===== config.mk =====
export PLATFORM = sky130hd
export DESIGN_NAME = sensor_cfg_regs
export DESIGN_NICKNAME = d
export VERILOG_FILES = /design/src/rtl/sensor_cfg_store.v /design/src/rtl/sensor_cfg_regs.v
export VERILOG_INCLUDE_DIRS = /design/src /design/src/rtl
export SDC_FILE = /design/constraint.sdc
export NUM_CORES = 1
export LEC_CHECK = 0
export BUFFER_PORTS_ARGS = -buffer_cell sky130_fd_sc_hd__buf_2
export CAP_MARGIN = 0
export CORE_ASPECT_RATIO = 1.2
export CORE_MARGIN = 2
export CORE_UTILIZATION = 50
export CTS_CLUSTER_DIAMETER = 150
export DETAILED_ROUTE_END_ITERATION = 6
export HOLD_SLACK_MARGIN = 0.08
export MAX_ROUTING_LAYER = met4
export PLACE_DENSITY = 0.69
export SLEW_MARGIN = 20
export SYNTH_ARGS = -nofsm -noshare
export SYNTH_HDL_FRONTEND = slang
export SYNTH_SLANG_ARGS = --single-unit

===== constraint.sdc =====
create_clock -name i_core_clk -period 2.4 [get_ports i_core_clk]
set_input_delay 0.24 -clock i_core_clk [delete_from_list [all_inputs] [get_ports i_core_clk]]
set_output_delay 0.24 -clock i_core_clk [all_outputs]
set_load 0.02 [all_outputs]

===== src/rtl/sensor_cfg_defines.vh =====
// Constants for the sensor measurement-control register bank.
// Included by the register bank and its configuration store; definitions only.
`ifndef SENSOR_CFG_DEFINES_VH
`define SENSOR_CFG_DEFINES_VH

// Register addresses.
`define ADDR_COMMAND        8'h80
`define ADDR_PART_ID        8'h81
`define ADDR_PROX_RATE      8'h82
`define ADDR_EMITTER_CUR    8'h83
`define ADDR_LIGHT_PARAM    8'h84

// Command register bit positions.
`define CMD_SELFTIMED_BIT   0
`define CMD_NEAR_EN_BIT     1
`define CMD_LIGHT_EN_BIT    2
`define CMD_NEAR_SINGLE_BIT 3
`define CMD_LIGHT_SINGLE_BIT 4

// Reset values.
`define RST_PROX_RATE       3'h0
`define RST_EMITTER_CODE    6'h02
`define RST_LIGHT_PARAM     8'h0D

// Emitter limits and step.
`define EMITTER_MAX_CODE    6'h14
`define EMITTER_STEP_MA     8'h0A

// Duration of one emulated conversion, in core clock cycles.
`define CONV_CYCLES         8'h20

// Bus receiver states (one-hot).
`define ST_IDLE             6'h01
`define ST_DEVADDR          6'h02
`define ST_REGADDR          6'h04
`define ST_WDATA            6'h08
`define ST_RDATA            6'h10
`define ST_ACK              6'h20

`endif


===== src/rtl/sensor_cfg_store.v =====
// Small register memory holding the writable configuration bytes.
// Assumes the bank above it does the decode; read data come from a register.
`timescale 1ns/1ps
`include "sensor_cfg_defines.vh"
module sensor_cfg_store (
   // Clock and reset.
   input  wire       i_core_clk,
   input  wire       i_rst_n,
   // Write port.
   input  wire       i_wr_en,
   input  wire [1:0] i_wr_idx,
   input  wire [7:0] i_wr_data,
   // Read port.
   input  wire [1:0] i_rd_idx,
   output reg  [7:0] o_rd_data
);
   reg [7:0] mem_r [0:3];
   genvar g;

   // One storage word per entry; reset values keep the device defined after power-up.
   generate
      for (g = 0; g < 4; g = g + 1) begin : g_word
         always @(posedge i_core_clk or negedge i_rst_n) begin
            if (!i_rst_n) begin
               if (g == 1)
                  mem_r[g] <= {5'h00, `RST_PROX_RATE};
               else if (g == 2)
                  mem_r[g] <= {2'h0, `RST_EMITTER_CODE};
               else if (g == 3)
                  mem_r[g] <= `RST_LIGHT_PARAM;
               else
                  mem_r[g] <= 8'h00;
            end else if (i_wr_en && (i_wr_idx == g)) begin
               mem_r[g] <= i_wr_data;
            end
         end
      end
   endgenerate

   // Registered read keeps the output free of decode glitches.
   always @(posedge i_core_clk or negedge i_rst_n) begin
      if (!i_rst_n)
         o_rd_data <= 8'h00;
      else
         o_rd_data <= mem_r[i_rd_idx];
   end
endmodule // sensor_cfg_store


===== src/rtl/sensor_cfg_regs.v =====
// Measurement-control register bank of an optical proximity and light sensor.
// Assumes an I2C master on scl/sda; sda is open drain, resolved outside.
// Notes on behaviour
// - Both single-request bits start both conversions together.
// - Self-timed mode ignores single requests; needs enables.
// - Identification register reads fixed code, ignores writes.
// - Proximity rate holds three-bit code, upper unused.
// - Emitter register holds writable six-bit current code.
// - Emitter current is code times 10 mA.
// - Codes above twenty saturate at 200 mA.
// - Top two emitter bits read calibration tag.
// - Emitter writes made in self-timed mode apply once it stops.
// - Light parameter register fields as documented.
// - Bit 0 starts timer; periodic per enable bits.
`timescale 1ns/1ps
`include "sensor_cfg_defines.vh"
module sensor_cfg_regs #(
   parameter [6:0] DEV_ADDR  = 7'h13,  // Bus address; arbitrary value.
   parameter [3:0] PRODUCT   = 4'h5,   // Arbitrary product code.
   parameter [3:0] REVISION  = 4'h3,   // Arbitrary revision code.
   parameter [1:0] CAL_TAG   = 2'h1    // Arbitrary calibration tag.
) (
   // Clock and reset.
   input  wire       i_core_clk,
   input  wire       i_rst_n,
   // I2C pins.
   input  wire       i_scl,
   input  wire       i_sda,
   output reg        o_sda,
   output reg        o_sda_oe_n,
   // Measurement control.
   output reg  [7:0] o_emitter_ma,
   output reg  [2:0] o_near_rate,
   output reg  [7:0] o_light_param,
   output reg        o_timer_run,
   output reg        o_near_conv,
   output reg        o_light_conv
);
   reg  [2:0] scl_sync_r;
   reg  [2:0] sda_sync_r;
   reg        scl_r;
   reg        sda_r;
   reg  [5:0] state_r;
   reg  [3:0] bit_cnt_r;
   reg  [7:0] shift_r;
   reg        rnw_r;
   reg        addr_ok_r;
   reg        ack_wr_r;
   reg  [7:0] reg_addr_r;
   reg        ack_phase_r;
   reg  [7:0] cmd_r;
   reg  [5:0] emit_live_r;
   reg  [7:0] near_cnt_r;
   reg  [7:0] light_cnt_r;
   reg        wr_pulse_r;
   reg  [7:0] wr_data_r;
   reg  [2:0] near_pend_r;
   reg  [5:0] emit_pend_r;
   reg  [7:0] light_pend_r;
   reg  [7:0] rd_byte;
   wire [7:0] store_rd;
   wire       scl_f;
   wire       sda_f;
   wire       scl_rise;
   wire       scl_fall;
   wire       start_c;
   wire       stop_c;
   wire       hit_store;

   // Three-stage synchronisers; a level counts once stages two and three agree.
   always @(posedge i_core_clk or negedge i_rst_n) begin
      if (!i_rst_n) begin
         scl_sync_r <= 3'h7;
         sda_sync_r <= 3'h7;
         scl_r      <= 1'b1;
         sda_r      <= 1'b1;
      end else begin
         scl_sync_r <= {scl_sync_r[1:0], i_scl};
         sda_sync_r <= {sda_sync_r[1:0], i_sda};
         if (scl_sync_r[1] == scl_sync_r[2])
            scl_r <= scl_sync_r[2];
         if (sda_sync_r[1] == sda_sync_r[2])
            sda_r <= sda_sync_r[2];
      end
   end

   assign scl_f    = (scl_sync_r[1] == scl_sync_r[2]) ? scl_sync_r[2] : scl_r;
   assign sda_f    = (sda_sync_r[1] == sda_sync_r[2]) ? sda_sync_r[2] : sda_r;
   assign scl_rise = scl_f & ~scl_r;
   assign scl_fall = ~scl_f & scl_r;
   // Start and stop are sda edges while scl stays high.
   assign start_c  = scl_r & scl_f & sda_r & ~sda_f;
   assign stop_c   = scl_r & scl_f & ~sda_r & sda_f;
   assign hit_store = (reg_addr_r >= `ADDR_PROX_RATE) && (reg_addr_r <= `ADDR_LIGHT_PARAM);

   sensor_cfg_store u_store (
      .i_core_clk (i_core_clk),
      .i_rst_n    (i_rst_n),
      .i_wr_en    (wr_pulse_r && hit_store),
      .i_wr_idx   (wr_addr_idx(reg_addr_r)),
      .i_wr_data  (wr_data_r),
      .i_rd_idx   (wr_addr_idx(reg_addr_r)),
      .o_rd_data  (store_rd)
   );

   // Entry 1 holds the proximity rate, entry 2 the emitter code, entry 3 the light parameters.
   function [1:0] wr_addr_idx;
      input [7:0] a;
      begin
         wr_addr_idx = a[1:0] + 2'h3; // 82h..84h land on entries 1..3.
      end
   endfunction

   // Latest host value of each setting; the store's one read port follows the pointer,
   // so the values to be taken into use are kept here where they can be read at any time.
   always @(posedge i_core_clk or negedge i_rst_n) begin
      if (!i_rst_n) begin
         near_pend_r  <= `RST_PROX_RATE;
         emit_pend_r  <= `RST_EMITTER_CODE;
         light_pend_r <= `RST_LIGHT_PARAM;
      end else if (wr_pulse_r) begin
         if (reg_addr_r == `ADDR_PROX_RATE)
            near_pend_r <= wr_data_r[2:0];
         else if (reg_addr_r == `ADDR_EMITTER_CUR)
            emit_pend_r <= wr_data_r[5:0];
         else if (reg_addr_r == `ADDR_LIGHT_PARAM)
            light_pend_r <= wr_data_r;
      end
   end

   // Read multiplexer; fixed fields are overlaid so writes to them cannot stick.
   always @* begin
      rd_byte = 8'h00;
      if (reg_addr_r == `ADDR_COMMAND)
         rd_byte = {3'h4, cmd_r[4:0]};
      else if (reg_addr_r == `ADDR_PART_ID)
         rd_byte = {PRODUCT, REVISION};
      else if (reg_addr_r == `ADDR_PROX_RATE)
         rd_byte = {5'h00, store_rd[2:0]};
      else if (reg_addr_r == `ADDR_EMITTER_CUR)
         rd_byte = {CAL_TAG, store_rd[5:0]};
      else if (reg_addr_r == `ADDR_LIGHT_PARAM)
         rd_byte = store_rd;
   end

   // Byte-level I2C slave; address byte, register pointer, then data bytes.
   always @(posedge i_core_clk or negedge i_rst_n) begin
      if (!i_rst_n) begin
         state_r     <= `ST_IDLE;
         bit_cnt_r   <= 4'h0;
         shift_r     <= 8'h00;
         rnw_r       <= 1'b0;
         addr_ok_r   <= 1'b0;
         ack_wr_r    <= 1'b0;
         reg_addr_r  <= 8'h00;
         ack_phase_r <= 1'b0;
         o_sda       <= 1'b1;
         o_sda_oe_n  <= 1'b1;
         wr_pulse_r  <= 1'b0;
         wr_data_r   <= 8'h00;
      end else begin
         wr_pulse_r <= 1'b0;
         if (start_c) begin
            state_r    <= `ST_DEVADDR;
            bit_cnt_r  <= 4'h0;
            o_sda_oe_n <= 1'b1;
         end else if (stop_c) begin
            state_r    <= `ST_IDLE;
            o_sda_oe_n <= 1'b1;
         end else begin
            case (state_r)
               `ST_DEVADDR, `ST_REGADDR, `ST_WDATA: begin
                  if (scl_rise) begin
                     shift_r   <= {shift_r[6:0], sda_f};
                     bit_cnt_r <= bit_cnt_r + 4'h1;
                  end
                  if (scl_fall && bit_cnt_r == 4'h8) begin
                     bit_cnt_r <= 4'h0;
                     ack_wr_r  <= 1'b1;
                     if (state_r == `ST_DEVADDR) begin
                        addr_ok_r <= (shift_r[7:1] == DEV_ADDR);
                        rnw_r     <= shift_r[0];
                        ack_wr_r  <= (shift_r[7:1] == DEV_ADDR);
                     end else if (state_r == `ST_REGADDR) begin
                        reg_addr_r <= shift_r;
                     end else begin
                        wr_data_r  <= shift_r;
                        wr_pulse_r <= 1'b1;
                     end
                     o_sda      <= 1'b0;
                     o_sda_oe_n <= ~((state_r != `ST_DEVADDR) | (shift_r[7:1] == DEV_ADDR));
                     ack_phase_r <= 1'b0;
                     // A foreign device address leaves the bank silent until the next start.
                     state_r    <= (state_r == `ST_DEVADDR && shift_r[7:1] != DEV_ADDR) ? `ST_IDLE : `ST_ACK;
                  end
               end
               `ST_ACK: begin
                  if (scl_fall) begin
                     o_sda_oe_n <= 1'b1;
                     // A read address hands over the first data bit on this falling edge.
                     if (addr_ok_r && rnw_r) begin
                        state_r    <= `ST_RDATA;
                        shift_r    <= rd_byte;
                        o_sda      <= rd_byte[7];
                        o_sda_oe_n <= rd_byte[7];
                        bit_cnt_r  <= 4'h1;
                     end else if (reg_addr_r == reg_addr_r && ack_wr_r && !ack_phase_r &&
                                  bit_cnt_r == 4'h0 && state_r == `ST_ACK) begin
                        state_r <= rnw_r ? `ST_IDLE : (addr_ok_r ? `ST_REGADDR : `ST_IDLE);
                     end
                     addr_ok_r <= 1'b0;
                     if (!addr_ok_r && !rnw_r)
                        state_r <= `ST_WDATA;
                     if (!addr_ok_r && rnw_r && !ack_phase_r)
                        state_r <= `ST_IDLE;
                  end
               end
               `ST_RDATA: begin
                  if (scl_fall) begin
                     if (bit_cnt_r == 4'h8) begin
                        o_sda_oe_n <= 1'b1;
                        bit_cnt_r  <= 4'h9;
                     end else if (bit_cnt_r == 4'h9) begin
                        state_r <= `ST_IDLE;                    // One byte per read, then release.
                     end else begin
                        o_sda      <= shift_r[7 - bit_cnt_r[2:0]];
                        o_sda_oe_n <= shift_r[7 - bit_cnt_r[2:0]];
                        bit_cnt_r  <= bit_cnt_r + 4'h1;
                     end
                  end
               end
               default: begin
                  o_sda_oe_n <= 1'b1;
               end
            endcase
         end
      end
   end

   // Command register; single requests are dropped while the timer runs.
   always @(posedge i_core_clk or negedge i_rst_n) begin
      if (!i_rst_n) begin
         cmd_r <= 8'h00;
      end else begin
         if (wr_pulse_r && reg_addr_r == `ADDR_COMMAND) begin
            cmd_r[2:0] <= wr_data_r[2:0];
            if (!cmd_r[`CMD_SELFTIMED_BIT] && !wr_data_r[`CMD_SELFTIMED_BIT]) begin
               cmd_r[`CMD_NEAR_SINGLE_BIT]  <= wr_data_r[`CMD_NEAR_SINGLE_BIT] | cmd_r[3];
               cmd_r[`CMD_LIGHT_SINGLE_BIT] <= wr_data_r[`CMD_LIGHT_SINGLE_BIT] | cmd_r[4];
            end
         end else begin
            // End of a single conversion; a write in the same cycle keeps its request.
            if (near_cnt_r == 8'h01)
               cmd_r[`CMD_NEAR_SINGLE_BIT] <= 1'b0;
            if (light_cnt_r == 8'h01 && !o_light_param[7])
               cmd_r[`CMD_LIGHT_SINGLE_BIT] <= 1'b0;
         end
      end
   end

   // Conversion timers and the latched emitter setting.
   always @(posedge i_core_clk or negedge i_rst_n) begin
      if (!i_rst_n) begin
         near_cnt_r    <= 8'h00;
         light_cnt_r   <= 8'h00;
         emit_live_r   <= `RST_EMITTER_CODE;
         o_emitter_ma  <= `RST_EMITTER_CODE * `EMITTER_STEP_MA;
         o_near_rate   <= `RST_PROX_RATE;
         o_light_param <= `RST_LIGHT_PARAM;
         o_timer_run   <= 1'b0;
         o_near_conv   <= 1'b0;
         o_light_conv  <= 1'b0;
      end else begin
         o_timer_run <= cmd_r[`CMD_SELFTIMED_BIT];
         // Settings are taken into use only while the timer is off, so a running
         // self-timed measurement never sees a half-changed setting.
         if (!cmd_r[`CMD_SELFTIMED_BIT]) begin
            emit_live_r <= emit_pend_r;
            o_near_rate <= near_pend_r;
         end
         if (!cmd_r[`CMD_LIGHT_SINGLE_BIT] && !cmd_r[`CMD_SELFTIMED_BIT])
            o_light_param <= light_pend_r;
         o_emitter_ma <= (emit_live_r > `EMITTER_MAX_CODE) ?
                         (`EMITTER_MAX_CODE * `EMITTER_STEP_MA) :
                         ({2'h0, emit_live_r} * `EMITTER_STEP_MA);
         // A single request reloads its timer whenever it is idle; its bit clears on the last count, the light one only while o_light_param[7] is low.
         if (cmd_r[`CMD_NEAR_SINGLE_BIT] && near_cnt_r == 8'h00)
            near_cnt_r <= `CONV_CYCLES;
         else if (near_cnt_r != 8'h00)
            near_cnt_r <= near_cnt_r - 8'h01;
         if (cmd_r[`CMD_LIGHT_SINGLE_BIT] && light_cnt_r == 8'h00)
            light_cnt_r <= `CONV_CYCLES;
         else if (light_cnt_r != 8'h00)
            light_cnt_r <= light_cnt_r - 8'h01;
         // Periodic enables hold the flags high for as long as the timer runs.
         o_near_conv  <= (near_cnt_r != 8'h00) |
                         (cmd_r[0] & cmd_r[`CMD_NEAR_EN_BIT]);
         o_light_conv <= (light_cnt_r != 8'h00) |
                         (cmd_r[0] & cmd_r[`CMD_LIGHT_EN_BIT]);
      end
   end
endmodule // sensor_cfg_regs


==> impl_metrics.ini <==
[synth]
yosys-top-cells-count = 128 x dfrtp_1, 91 x mux2_2, 39 x nor2_1
synth_area_per_cell_sq_um = 12.4
synth-edff-count = 0
synth_nets = 594
synthSimpleGateAreaFrac = 0.115
synth_top_cell_area_share = 0.451
yosysWarnings = 0
synth_cell_type_count = 69
synth_compound_area_frac = 0.0839
synth_mux_area_frac = 0.187
ys_top_cells_by_area = dfrtp_1 45%, mux2_2 14%, dfstp_2 9.3%, ha_1 3.2%, mux4_2 3.2%
synthXorXnorAreaFrac = 0.0111
ys_ff_latch = 153
synth_flop_cell = dfrtp_1
synthesis.area_sq_um = 7100
synth_fa_ha_area_frac = 0.0360
ys_async_sr_fraction = 1.00
synth_top_family_by_area = multiplexers
synthCells = 571
yosysTopAreaCell = dfrtp_1
synth-seq-area-share = 0.544
yosysMostFrequentCell = dfrtp_1

[clocking]
post-cts-setup-buffer-count = 0
worstSkewPairLatency_ns = 0.42
h-tree-depth = 4
cts_sinks = 153
cts_tree = yes
cts_buffers = 17
clockRootBuffer = clkbuf_16
clockBufferDepth = 2
clk_pin_slew_worst_paths_ns = 0.06

[timing]
fin_setup_tns_ns = 0
slew_headroom = 0.444
finalHoldViolations = 0
worst_pin_slew_ns = 0.813
fmax_mhz = 439
rsz0062_at_grt = no
setup_violations = 0
skew_ns = 0.00745
period_share = 0.948
period_needed_ns = 2.28
finalMaxSlewViolations = 0

[critical_path]
worst-path-max-fanout = 8
crit_path_end_kind = flop
cp_num_buf_inv = 1
cp.required_ns = 2.75
critPathLaunchType = flop
cp_slowest_cell = or4_1
cpPeakStageDelay_ns = 0.50
worstPathCellList = buf_4, o21ai_0, o211ai_1, a22o_4, or4_1, mux2_2
crit_family = compound AO/OA/AOI/OAI gates
critPathKind = flop to flop
cp.arrival_ns = 2.62

[run_status]
status = finished, final reports clean

[die]
rows = 47
start_util = 0.514
ioPinCount = 28
fp.coreArea_sq_um = 13800
fp.dieW_um = 113
die_height_um = 135
dieArea_sq_um = 15200

[place]
gp_congestion = 0.949
placedCellCount = 788
place_area_sq_um = 7660
hpwl_um = 11000
portBuffers = 26

[drt]
vias_per_cell = 5.79
ant_nets = 0
drtIter0Drc = 305
vias = 4769
drc = 0
firstDrtPassIters = 4
routed_wl_um = 15400
post_drt_wl_per_cell_um = 18.8

[final_layout]
final_area_sq_um = 8350
nets = 662
multi_input_area_sq_um = 3080
diodes = 0
syn_to_final_growth_pct = 17.6
seq_area_sq_um = 3860
drive_above_1_share = 0.357
instances_no_fill = 823
n_fill_cell = 1110

[grt]
grt_pass1_wl_um = 25800
grt_pass1_vias = 5039
grt_overflow = 0
grt_use_total = 0.227
grt_max_degree = 72
antenna_found_initial = 0

[min_path]
hold_class = flop to flop

[pwr]
vdd_drop_max_uv = 540
p_leak_nw = 4.01
pwr_density_cell_nw_per_um2 = 789

[flow_run]
drv_cap = 0
-- path summary, 6_finish.rpt --
| path | start | cells past startpoint | end | slack (ns) |
|---|---|---|---|---|
| min reg2reg | scl_sync_r[0] | 0 | scl_sync_r[1] | 0.36 |
| min | scl_sync_r[0] | 0 | scl_sync_r[1] | 0.36 |
| max in group asynchronous | i_rst_n | 3 | u_store.mem_r[9] | 1.24 |
| max reg2reg | state_r[2] | 6 | o_sda_oe_n | 0.12 |
| max | state_r[2] | 6 | o_sda_oe_n | 0.12 |
| min in group asynchronous | i_rst_n | 2 | o_emitter_ma[7] | 0.40 |
-- logic make-up (layout without fill, tap and decap cells) --
family                     after synthesis  in the layout
buffers and inverters                   38            119
DFF                                    153            153
xor gates and xnor gates                 9              9
adders and majority gates               20             20
muxes                                  109            109
and+or+nand+nor                        155            155
AOI/OAI and AO/OA                       86             86
other                                    1              1
-- routing by layer --
layer  wire (um)  track usage
met1        6480        0.266
met2        7770        0.371
met3         568       0.0548
met4         620        0.107
met5           0            -
-- where the power goes --
| part | internal, mW | total, mW | switching [mW] |
|---|---|---|---|
| clock network | 1.90 | 2.92 | 1.02 |
| logic | 0.359 | 0.769 | 0.411 |
| registers | 2.72 | 2.90 | 0.178 |
| total | 4.98 | 6.59 | 1.61 |
-- layout make-up --
class,count,area share
inverters,20,0.00899
clock buffers,21,0.0551
multi-input cells,380,0.369
clock inverters,11,0.0234
flip-flops and latches,153,0.462
repair buffers,67,0.0556
well taps,171,0.0256
-- registers in the layout, indices dropped and copies added (netlist names), 3 cells and up --
name	count
scl_sync_r	3
o_near_rate	3
emit_pend_r	6
emit_live_r	6
wr_data_r	8
u_store.o_rd_data	8
cmd_r	5
near_cnt_r	8
bit_cnt_r	4
u_store.mem_r	32
shift_r	8
light_pend_r	8
light_cnt_r	8
sda_sync_r	3
state_r	6
near_pend_r	3
o_emitter_ma	7
o_light_param	8
reg_addr_r	8
-- worst reg2reg max path, delay by kind of cell (launching register included) --
kind / cells / cell delay, ns
mux: 1 / 0.27
compound gates: 3 / 0.88
buf+inv: 1 / 0.16
simple gates: 1 / 0.50
flops: 1 / 0.40
-- layout by cell type, fill, tap and decap left out, types with 17 or more instances in the layout --
cell,n
dfstp_2,25
dfrtp_1,128
a21oi_1,23
buf_4,37
nor2_1,39
buf_2,25
ha_1,18
nand2_1,38
inv_1,20
o21ai_0,18
mux2_2,91
clkbuf_16,17
-- timing repair --
item / 4_1_cts / 5_1_grt
setup endpoints to repair: 0 / 11
hold buffers: 3 / 0
resized for setup: 0 / 1
hold endpoints to repair: 59 / 0
-- stage by stage --
stage               worst slack, ns  utilization  hold WS [ns]  total power [mW]
finish                        0.125        0.604         0.356              6.59
CTS                          0.0316        0.604         0.357              6.65
global route                0.00271        0.604         0.360              6.85
floorplan                    0.0217            -       -0.0556              3.35
detailed placement           0.0361        0.554         0.302              3.70
global placement             0.0622        0.554         0.285              3.68
Note: power is estimated with default switching activity, not from simulation.
